File: config.mk
export PLATFORM = sky130hd
export DESIGN_NAME = bor_reset_seq
export DESIGN_NICKNAME = d
export VERILOG_FILES = /design/src/rtl/bor_seq_pkg.sv /design/src/rtl/bor_sync_filter.sv /design/src/rtl/bor_reset_seq.sv
export SDC_FILE = /design/constraint.sdc
export NUM_CORES = 1
export LEC_CHECK = 0
export BUFFER_PORTS_ARGS = -buffer_cell sky130_fd_sc_hd__buf_2
export CORE_MARGIN = 1.5
export CORE_UTILIZATION = 51
export CTS_CLUSTER_SIZE = 12
export DETAILED_ROUTE_END_ITERATION = 12
export PLACE_DENSITY = 0.79
export SKIP_CTS_REPAIR_TIMING = 1
export SLEW_MARGIN = 30
export SYNTH_ARGS = -nofsm -noshare
export SYNTH_HDL_FRONTEND = slang
export SYNTH_SLANG_ARGS = --single-unit
File: constraint.sdc
create_clock -name sys_clk_in -period 5.4 [get_ports sys_clk_in]
set_clock_uncertainty 0.15 [all_clocks]
set_input_delay 0 -clock sys_clk_in [delete_from_list [all_inputs] [get_ports sys_clk_in]]
set_output_delay 0 -clock sys_clk_in [all_outputs]
set_load 0.03 [all_outputs]
File: src/rtl/bor_seq_pkg.sv
// package: constants and types for the brown-out and power-up reset sequencer
package bor_seq_pkg;
   localparam int unsigned CLK_HZ             = 20000000;
   // register byte offsets (chosen layout)
   localparam logic [7:0]  OFS_RESET_CTRL     = 8'h00;
   localparam logic [7:0]  OFS_STATUS         = 8'h04;
   // reset_control_reg field positions
   localparam int          BIT_BOR_FLAG       = 0;
   localparam int          BIT_POR_FLAG       = 1;
   localparam int          BIT_SW_ENABLE      = 6;
   // status register field positions
   localparam int          BIT_ST_BOR_ACTIVE  = 0;
   localparam int          BIT_ST_RESET       = 1;
   localparam int          BIT_ST_BOR_EN      = 2;
   localparam int          BIT_ST_STATE_LSB   = 4;
   // brownout_mode_select encodings
   localparam logic [1:0]  MODE_OFF           = 2'h0;
   localparam logic [1:0]  MODE_SW            = 2'h1;
   localparam logic [1:0]  MODE_NOSLEEP       = 2'h2;
   localparam logic [1:0]  MODE_ON            = 2'h3;
   // timing
   localparam int unsigned POWERUP_DELAY_TIMER_BITS          = 11;
   localparam int unsigned OST_CYCLES         = 1024;
   localparam int unsigned PLL_LOCK_US        = 2000;
   localparam int unsigned PLL_LOCK_CYC       = PLL_LOCK_US * (CLK_HZ / 1000000);
   localparam int unsigned BOR_MIN_NS         = 200;
   localparam int unsigned BOR_MIN_CYC        = (BOR_MIN_NS * (CLK_HZ / 1000000) + 999) / 1000;
   localparam int unsigned SLOW_OSC_US        = 32;
   localparam int unsigned SLOW_OSC_CYC       = SLOW_OSC_US * (CLK_HZ / 1000000);

   typedef enum logic [4:0] {
      ST_BOR  = 5'h01,
      ST_POWERUP_DELAY_TIMER = 5'h02,
      ST_OST  = 5'h04,
      ST_PLL  = 5'h08,
      ST_RUN  = 5'h10
   } seq_state_t;

   typedef struct packed {
      logic [1:0] mode_select;
      logic [1:0] level_select;
      logic       timer_disable_n;
      logic       xtal_mode;
      logic       pll_used;
   } fuse_cfg_t;

   function automatic logic bor_enabled(input logic [1:0] mode, input logic sw_en,
                                        input logic sleeping);
      case (mode)
         MODE_OFF:     bor_enabled = 1'b0;
         MODE_SW:      bor_enabled = sw_en;
         MODE_NOSLEEP: bor_enabled = ~sleeping;
         default:      bor_enabled = 1'b1;
      endcase
   endfunction
endpackage

File: src/rtl/bor_sync_filter.sv
// module: two-flop synchroniser plus duration filter for the supply comparator
`timescale 1ns/1ns
module bor_sync_filter
   import bor_seq_pkg::*;
#(
   parameter int unsigned MIN_CYC = 4
) (
   input  wire logic sys_clk_in,
   input  wire logic reset_n_in,
   input  wire logic enable_in,
   input  wire logic below_in,
   output logic      low_raw_out,
   output logic      trip_out
);
   logic        sync1_reg;
   logic        sync2_reg;
   logic [15:0] cnt_reg;

   always_ff @(posedge sys_clk_in or negedge reset_n_in) begin
      if (!reset_n_in) begin
         sync1_reg <= 1'b0;
         sync2_reg <= 1'b0;
      end else begin
         sync1_reg <= below_in;
         sync2_reg <= sync1_reg;
      end
   end

   assign low_raw_out = sync2_reg;

   // glitches shorter than the minimum duration never trip
   always_ff @(posedge sys_clk_in or negedge reset_n_in) begin
      if (!reset_n_in) begin
         cnt_reg  <= 16'h0000;
         trip_out <= 1'b0;
      end else if (!enable_in || !sync2_reg) begin
         cnt_reg  <= 16'h0000;
         trip_out <= 1'b0;
      end else if (cnt_reg >= 16'(MIN_CYC)) begin
         trip_out <= 1'b1;
      end else begin
         cnt_reg <= cnt_reg + 16'h0001;
      end
   end
endmodule

File: src/rtl/bor_reset_seq.sv
// module: brown-out detect, power-up delay, oscillator start-up and pll lock sequencer
//
// The register offsets and the APB slave port were chosen for this implementation.
`timescale 1ns/1ns
module bor_reset_seq
   import bor_seq_pkg::*;
#(
   parameter int unsigned PLL_CYC   = PLL_LOCK_CYC,
   parameter int unsigned TICK_CYC  = SLOW_OSC_CYC
) (
   input  wire logic        sys_clk_in,
   input  wire logic        reset_n_in,
   // apb slave
   input  wire logic        psel_in,
   input  wire logic        penable_in,
   input  wire logic        pwrite_in,
   input  wire logic [7:0]  paddr_in,
   input  wire logic [31:0] pwdata_in,
   output logic [31:0]      prdata_out,
   output logic             pready_out,
   output logic             pslverr_out,
   // configuration fuses, static
   input  wire fuse_cfg_t   fuse_in,
   // supply comparator (asynchronous), oscillator clock tick, sleep status
   input  wire logic        supply_below_in,
   input  wire logic        osc_cycle_in,
   input  wire logic        sleep_in,
   output logic [1:0]       trip_level_out,
   output logic             bor_detector_en_out,
   output logic             core_reset_out
);
   seq_state_t  state_reg;
   logic        sw_enable_reg;
   logic        bor_flag_n_reg;
   logic        por_flag_n_reg;
   logic        sleep_s1_reg;
   logic        sleep_s2_reg;
   logic        osc_s1_reg;
   logic        osc_s2_reg;
   logic        osc_s3_reg;
   logic [POWERUP_DELAY_TIMER_BITS-1:0] powerup_delay_timer_cnt_reg;
   logic [11:0] tick_div_reg;
   logic        slow_tick_reg;
   logic [10:0] ost_cnt_reg;
   logic [16:0] pll_cnt_reg;
   logic        por_seen_reg;
   logic        bor_en;
   logic        low_raw;
   logic        bor_trip;
   logic        osc_edge;
   logic        wr_en;
   logic        rd_en;

   always_ff @(posedge sys_clk_in or negedge reset_n_in) begin
      if (!reset_n_in) begin
         sleep_s1_reg <= 1'b0;
         sleep_s2_reg <= 1'b0;
         osc_s1_reg   <= 1'b0;
         osc_s2_reg   <= 1'b0;
         osc_s3_reg   <= 1'b0;
      end else begin
         sleep_s1_reg <= sleep_in;
         sleep_s2_reg <= sleep_s1_reg;
         osc_s1_reg   <= osc_cycle_in;
         osc_s2_reg   <= osc_s1_reg;
         osc_s3_reg   <= osc_s2_reg;
      end
   end

   assign osc_edge = osc_s2_reg & ~osc_s3_reg;

   // detection enable; mode select decides, sleep only matters in mode 10
   assign bor_en = bor_enabled(fuse_in.mode_select, sw_enable_reg, sleep_s2_reg);

   bor_sync_filter #(
      .MIN_CYC     (BOR_MIN_CYC)
   ) u_filter (
      .sys_clk_in  (sys_clk_in),
      .reset_n_in  (reset_n_in),
      .enable_in   (bor_en),
      .below_in    (supply_below_in),
      .low_raw_out (low_raw),
      .trip_out    (bor_trip)
   );

   // trip level comes straight from the fuses, no software path exists
   always_ff @(posedge sys_clk_in or negedge reset_n_in) begin
      if (!reset_n_in) begin
         trip_level_out      <= 2'h0;
         bor_detector_en_out <= 1'b0;
      end else begin
         trip_level_out      <= fuse_in.level_select;
         bor_detector_en_out <= bor_en;
      end
   end

   // slow oscillator tick, one-cycle enable every nominal 32 us period
   always_ff @(posedge sys_clk_in or negedge reset_n_in) begin
      if (!reset_n_in) begin
         tick_div_reg  <= 12'h000;
         slow_tick_reg <= 1'b0;
      end else if (tick_div_reg >= 12'(TICK_CYC - 1)) begin
         tick_div_reg  <= 12'h000;
         slow_tick_reg <= 1'b1;
      end else begin
         tick_div_reg  <= tick_div_reg + 12'h001;
         slow_tick_reg <= 1'b0;
      end
   end

   // sequencer
   always_ff @(posedge sys_clk_in or negedge reset_n_in) begin
      if (!reset_n_in) begin
         state_reg    <= ST_BOR;
         powerup_delay_timer_cnt_reg <= '0;
         ost_cnt_reg  <= 11'h000;
         pll_cnt_reg  <= 17'h00000;
      end else if (bor_trip) begin
         state_reg    <= ST_BOR;
         powerup_delay_timer_cnt_reg <= '0;
      end else begin
         case (state_reg)
            ST_BOR: begin
               powerup_delay_timer_cnt_reg <= '0;
               ost_cnt_reg  <= 11'h000;
               pll_cnt_reg  <= 17'h00000;
               // stay while supply low and detection is on
               if (!(bor_en && low_raw)) begin
                  if (!fuse_in.timer_disable_n)
                     state_reg <= ST_POWERUP_DELAY_TIMER;
                  else if (fuse_in.xtal_mode)
                     state_reg <= ST_OST;
                  else if (fuse_in.pll_used)
                     state_reg <= ST_PLL;
                  else
                     state_reg <= ST_RUN;
               end
            end
            ST_POWERUP_DELAY_TIMER: begin
               if (slow_tick_reg) begin
                  powerup_delay_timer_cnt_reg <= powerup_delay_timer_cnt_reg + 1'b1;
                  if (&powerup_delay_timer_cnt_reg) begin
                     if (fuse_in.xtal_mode)
                        state_reg <= ST_OST;
                     else if (fuse_in.pll_used)
                        state_reg <= ST_PLL;
                     else
                        state_reg <= ST_RUN;
                  end
               end
            end
            ST_OST: begin
               if (osc_edge) begin
                  ost_cnt_reg <= ost_cnt_reg + 11'h001;
                  if (ost_cnt_reg == 11'(OST_CYCLES - 1))
                     state_reg <= fuse_in.pll_used ? ST_PLL : ST_RUN;
               end
            end
            ST_PLL: begin
               pll_cnt_reg <= pll_cnt_reg + 17'h00001;
               if (pll_cnt_reg == 17'(PLL_CYC - 1))
                  state_reg <= ST_RUN;
            end
            ST_RUN: state_reg <= ST_RUN;
            default: state_reg <= ST_BOR;
         endcase
      end
   end

   // internal reset while any timer runs
   always_ff @(posedge sys_clk_in or negedge reset_n_in) begin
      if (!reset_n_in)
         core_reset_out <= 1'b1;
      else
         core_reset_out <= (state_reg != ST_RUN) || bor_trip;
   end

   // first cycle after the power-on release marks the power-on event
   always_ff @(posedge sys_clk_in or negedge reset_n_in) begin
      if (!reset_n_in)
         por_seen_reg <= 1'b0;
      else
         por_seen_reg <= 1'b1;
   end

   assign wr_en = psel_in & penable_in & pwrite_in;
   assign rd_en = psel_in & ~pwrite_in;

   // software enable resets to 0 and loads 1 in the first cycle after reset only when mode 01 is fused
   always_ff @(posedge sys_clk_in or negedge reset_n_in) begin
      if (!reset_n_in)
         sw_enable_reg <= 1'b0;
      else if (!por_seen_reg)
         sw_enable_reg <= (fuse_in.mode_select == MODE_SW);
      else if (fuse_in.mode_select != MODE_SW)
         sw_enable_reg <= 1'b0;
      else if (wr_en && paddr_in == OFS_RESET_CTRL)
         sw_enable_reg <= pwdata_in[BIT_SW_ENABLE];
   end

   // flags: a hardware clear wins over a software set in the same cycle
   always_ff @(posedge sys_clk_in or negedge reset_n_in) begin
      if (!reset_n_in) begin
         bor_flag_n_reg <= 1'b0;
         por_flag_n_reg <= 1'b0;
      end else begin
         if (bor_trip && bor_en)
            bor_flag_n_reg <= 1'b0;
         else if (wr_en && paddr_in == OFS_RESET_CTRL)
            bor_flag_n_reg <= pwdata_in[BIT_BOR_FLAG];
         if (wr_en && paddr_in == OFS_RESET_CTRL)
            por_flag_n_reg <= pwdata_in[BIT_POR_FLAG];
      end
   end

   // apb read path and zero-wait answer
   always_ff @(posedge sys_clk_in or negedge reset_n_in) begin
      if (!reset_n_in) begin
         prdata_out  <= 32'h0000_0000;
         pready_out  <= 1'b0;
         pslverr_out <= 1'b0;
      end else begin
         pready_out  <= psel_in & ~penable_in;
         pslverr_out <= psel_in & ~penable_in &
                        (paddr_in != OFS_RESET_CTRL) & (paddr_in != OFS_STATUS);
         prdata_out  <= 32'h0000_0000;
         if (rd_en && !penable_in) begin
            if (paddr_in == OFS_RESET_CTRL) begin
               prdata_out[BIT_SW_ENABLE] <= sw_enable_reg;
               prdata_out[BIT_POR_FLAG]  <= por_flag_n_reg;
               prdata_out[BIT_BOR_FLAG]  <= bor_flag_n_reg;
            end else if (paddr_in == OFS_STATUS) begin
               prdata_out[BIT_ST_BOR_ACTIVE] <= bor_trip;
               prdata_out[BIT_ST_RESET]      <= core_reset_out;
               prdata_out[BIT_ST_BOR_EN]     <= bor_en;
               prdata_out[BIT_ST_STATE_LSB +: 5] <= state_reg;
            end
         end
      end
   end
endmodule

==> flow_summary.ini, run 1 <==
[logic_synthesis]
synth_flop_cell = dfrtp_1
synthTopCellsByArea = dfrtp_1 51%, nor2_1 4.7%, buf_4 4.0%, xor2_1 3.1%, xnor2_1 2.8%
syn-instance-count = 460
async_flop_share_pct = 100
synth_edf_count = 0
ys_seq_area_share_pct = 52.4
yosys_warnings = 0
synth_cell_types = 55
synth_commonest_cells = 97 x dfrtp_1, 59 x nor2_1, 26 x nand3_1
syn_area_mm2 = 0.00473
synth_largest_area_cell = dfrtp_1
avgSynthCellArea_um2 = 10.3
yosysMostFrequentCell = dfrtp_1
synth-seq-cells = 99
netlist.area_leader.share_pct = 51.3

[sta]
slew_viol_final = 0
max_freq_mhz = 340
slew_headroom_pct = 49.6
finalSetupViolations = 0
worst_slew_pin_slew_ns = 0.747
final.setup.tns_ns = 0
hold_violations = 0
fin_crit_ns = 2.94
rsz0062_at_grt = no
period_share_pct = 54.5

[flow_run]
cap_violations = 0

[route]
drt_iter0_drc = 205
drc = 0
first_pass_iters = 4
wl_per_cell_um = 14.4
vias = 3521
vias_per_cell = 5.55
drtAntennaViolNets = 0
drt-total-wl_um = 9140

[power_and_ir_drop]
p_per_area_mw_per_mm2 = 349
ir_drop_uv = 220
leakage_nw = 2.49

[setup_path]
crit_type = reg -> reg
cpMaxStageDelayCell = o311ai_0
cp_max_fo = 8
arrival_ns = 3.07
end_kind = flop
crit_required_ns = 5.53
slowest_delay_ns = 0.71
critPathMostFrequentCell = nand3_1
critPathLaunchType = flop
crit_chain = nor2_2, nand3_1, o311ai_0, nand3_1, dlygate4sd3_1, mux2i_1

[grt]
grt_pass1_vias = 3436
grt_max_degree = 53
track_usage_pct = 19.0
grt-ovfl-total = 0
grt_pass1_wl_um = 15200
antenna_found_initial = 0

[placed_design]
port_buffers = 39
gp_congestion = 0.852
hpwl_um = 6050

[cells_and_area]
fill_cells = 717
fin_nets = 583
antenna_cells = 0
largest_reg_flops = 17
syn_to_final_growth_pct = 13.6
postLayoutCoreUtil_pct = 60.7
drive_above_1_share_pct = 15.0

[floorplanning]
die_h_um = 99.3
io_pins = 93
die_w_um = 99.3
std_cell_rows = 34
die-area_mm2 = 0.00987
core_area_mm2 = 0.00885
initial_utilization_pct = 53.5

[cts]
clkSlewWorstSetupHoldPaths_ns = 0.09
clock-sinks = 99
clk_latency_ns = 0.37
clockRootBuffer = clkbuf_8
numCtsBuffers = 9
htreeDepth = 3
tritoncts = built
clockBufferDepth = 2

[min_path]
min_path_type = in -> reg

[run_status]
outcome = completed
-- metal layers --
layer  vias up  part of all wire [%]  global-route usage (%)
li1       1671                     -                       -
met1      1727                    42                    23.9
met2       112                    51                    32.6
met3        11                   5.0                    4.01
met4         0                   1.3                    7.15
met5         -                     0                       0
-- logic make-up after synthesis --
logic type	synth area share (%)
and+or+nand+nor	21.4
DFF	52.4
AOI/OAI and AO/OA	9.15
buffers and inverters	7.00
xor gates and xnor gates	5.92
muxes	2.41
adders and majority gates	1.59
other	0.159
-- worst max-delay path, delay by kind of cell (launching register included) --
family / cells / cell delay (ns)
DFF: 1 / 0.52
and+or+nand+nor: 3 / 0.73
buffers and inverters: 1 / 0.61
muxes: 1 / 0.13
AOI/OAI and AO/OA: 1 / 0.71
-- report_power, final --
group / internal, mW / switching, mW
clock: 0.251 / 0.243
sequential: 0.777 / 0.0631
combinational: 0.173 / 0.371
total: 1.20 / 0.676
-- area by class of cell --
type                            instances  area [um2]  area share (%)
Clock buffer                           12         165            3.07
Clock inverter                          3        46.3           0.861
Inverter                               18        67.6            1.26
Tap cell                              108         135            2.51
Multi-Input combinational cell        328        2020            37.6
Sequential cell                        99        2480            46.1
Timing Repair Buffer                   66         460            8.57
-- stage by stage --
step / setup WS [ns] / instances / power (mW) / hold WS, ns / area [um2]
floorplan: 3.36 / 485 / 1.28 / -0.446 / 4830
global placement: 2.90 / 595 / 1.34 / -0.107 / 4920
detailed placement: 2.80 / 595 / 1.37 / -0.104 / 4920
CTS: 2.80 / 610 / 1.86 / -0.493 / 5130
global route: 2.33 / 634 / 1.98 / 0.0779 / 5380
finish: 2.46 / 634 / 1.88 / 0.0277 / 5380
-- final timing paths --
check	start	to	slack, ns	depth (start not counted)
worst min register to register	osc_s1_reg	osc_s2_reg	0.20	0
worst max register to register	state_reg[4]	state_reg[2]	2.46	6
worst max-delay path	state_reg[4]	state_reg[2]	2.46	6
max in group asynchronous	reset_n_in	tick_div_reg[11]	3.99	3
min in group asynchronous	reset_n_in	pready_out	0.04	2
worst min-delay path	paddr_in[1]	por_flag_n_reg	0.03	4
-- cells in the final DEF, fill, tap and decap left out, types with 5 or more instances in the layout --
cell type	count
nor2_1	59
xnor2_1	15
nand4_1	17
dfrtp_1	97
nor4_1	6
a21oi_1	12
clkbuf_8	12
mux2i_1	8
o31ai_1	5
buf_2	38
conb_1	27
o21ai_0	15
dlygate4sd3_1	24
nor2b_1	7
nand2_1	21
inv_1	18
nand3_1	26
nor3_1	5
ha_1	6
xor2_1	17
and3_1	7
and2_1	16
(Power assumes the default switching activity.)
==> run 2, diff against run 1 <==
--- a/config.mk
+++ b/config.mk
@@ -7,10 +7,10 @@
 export LEC_CHECK = 0
 export BUFFER_PORTS_ARGS = -buffer_cell sky130_fd_sc_hd__buf_2
 export CORE_MARGIN = 1.5
-export CORE_UTILIZATION = 51
+export CORE_UTILIZATION = 50
 export CTS_CLUSTER_SIZE = 12
 export DETAILED_ROUTE_END_ITERATION = 12
-export PLACE_DENSITY = 0.79
+export PLACE_DENSITY = 0.8
 export SKIP_CTS_REPAIR_TIMING = 1
 export SLEW_MARGIN = 30
 export SYNTH_ARGS = -nofsm -noshare
==> constraint.sdc (replaced) <==
create_clock -name sys_clk_in -period 2.44 [get_ports sys_clk_in]
set_clock_uncertainty 0.15 [all_clocks]
set_input_delay 0 -clock sys_clk_in [delete_from_list [all_inputs] [get_ports sys_clk_in]]
set_output_delay 0 -clock sys_clk_in [all_outputs]
set_load 0.03 [all_outputs]
==> flow_summary.ini, run 2 (synthesized netlist as in run 1, its figures left out) <==
[sta]
slew_viol_final = 0
rsz0062_at_grt = no
fin_crit_ns = 2.21
whs_ns = -0.00914
slew_headroom_pct = 58.7
final.setup.tns_ns = 0
hold_violations = 20
period_share_pct = 90.6
finalSetupViolations = 0
max_freq_mhz = 452
worst_slew_pin_slew_ns = 0.618
finalWorstSetupSlack_ns = 0.229

[cts]
clock-sinks = 99
clk_latency_ns = 0.36
clockBufferDepth = 2
htreeDepth = 3
clkSlewWorstSetupHoldPaths_ns = 0.08
clockRootBuffer = clkbuf_8
tritoncts = built
numCtsBuffers = 9

[cells_and_area]
fill_cells = 727
drive_above_1_share_pct = 16.4
largest_reg_flops = 17
layout.cells.most_common = dfrtp_1
antenna_cells = 0
fin_nets = 588
syn_to_final_growth_pct = 14.6
final_cell_mix = 97 x dfrtp_1, 59 x nor2_1, 38 x buf_2, 27 x conb_1, 26 x nand3_1

[floorplanning]
die-area_mm2 = 0.0101
die_w_um = 100
std_cell_rows = 35
core_area_mm2 = 0.00920
initial_utilization_pct = 51.5
die_h_um = 100
io_pins = 93

[route]
vias = 3495
vias_per_cell = 5.44
drc = 0
drt_iter0_drc = 214
first_pass_iters = 4
drt-total-wl_um = 9170
drtAntennaViolNets = 0
wl_per_cell_um = 14.3

[grt]
antenna_found_initial = 0
grt_pass1_wl_um = 14800
grt_max_degree = 64
grt-ovfl-total = 0
track_usage_pct = 18.6
grt_pass1_vias = 3291

[power_and_ir_drop]
ir_drop_uv = 524
switchingPower_mw = 1.54
p_per_area_mw_per_mm2 = 785
pwr-share-comb_pct = 31.1
clockPowerShare_pct = 25.5
leakage_nw = 2.53
power.internal_mw = 2.72
swShare_pct = 36.1
pwr-share-seq_pct = 43.4

[placed_design]
hpwl_um = 6190
dp_slack_ns = 0.0335
port_buffers = 39
gp_congestion = 0.858

[setup_path]
crit_type = in -> reg
r2r_setup_slack_ns = 0.26
arrival_ns = 2.36
cp_max_fo = 3
critPathLaunchType = primary input
end_kind = flop
crit_required_ns = 2.59

[run_status]
outcome = finished with violations
violations = negative hold slack

[flow_run]
cap_violations = 0

[min_path]
min_path_type = in -> async
run 2: cell types whose count changed in the layout (fill, tap and decap cells not counted):
| cell | delta |
|---|---|
| clkbuf_8 | -1 |
| buf_4 | +6 |
| buf_12 | +1 |
| inv_6 | +1 |
| clkinv_2 | +1 |
| dlygate4sd3_1 | -2 |
run 2: area by class of cell:
| class | count | area, um2 | share of cell area, % |
|---|---|---|---|
| flip-flops and latches | 99 | 2480 | 45.7 |
| multi-input cells | 328 | 2020 | 37.3 |
| repair buffers | 71 | 505 | 9.32 |
| clock buffers | 11 | 151 | 2.79 |
| well taps | 111 | 139 | 2.56 |
| inverters | 18 | 67.6 | 1.25 |
| clock inverters | 5 | 60.1 | 1.11 |
run 2: path summary, 6_finish.rpt:
path / cells after the start / start / end
worst min-delay path: 2 / reset_n_in / trip_level_out[0]
worst max register to register: 5 / state_reg[4] / pll_cnt_reg[11]
worst max-delay path: 7 / paddr_in[0] / prdata_out[1]
min in group sys_clk_in: 4 / paddr_in[3] / por_flag_n_reg
max in group asynchronous: 3 / reset_n_in / powerup_delay_timer_cnt_reg[0]
worst min register to register: 0 / u_filter.sync1_reg / u_filter.low_raw_out
run 2: worst max-delay path, cell delays in order:
cell	delay, ns
dlygate4sd3_1	0.53
buf_2	0.12
nor4_2	0.29
dlygate4sd3_1	0.65
nand2_1	0.11
nor2_1	0.11
dlygate4sd3_1	0.55
run 2: metal layers:
metal / vias up / wire length, um / global-route usage, %
met3: 16 / 364 / 3.90
met2: 108 / 4660 / 31.1
li1: 1679 / - / -
met5: - / 0 / 0
met4: 0 / 169 / 7.37
met1: 1692 / 3970 / 23.6
run 2: metrics by stage:
step           power (mW)  hold WS (ns)  instances  instance area (um2)  util (%)
2_1_floorplan        2.83        -0.446        485                 4830         -
3_3_place_gp         3.08        -0.169        605                 4990      54.2
3_5_place_dp         3.13        -0.162        605                 4990      54.2
4_1_cts              4.23        -0.558        621                 5200      56.5
5_1_grt              4.47        0.0172        643                 5420      59.0
6_report             4.26      -0.00914        643                 5420      59.0
run 2: power groups by stage:
stage	sequential [mW]	combinational, mW	clock [mW]
5_1_grt	1.86	1.44	1.18
3_5_place_dp	1.87	1.26	0
6_report	1.85	1.32	1.09
4_1_cts	1.84	1.27	1.12
3_3_place_gp	1.87	1.21	0
2_1_floorplan	1.80	1.03	0
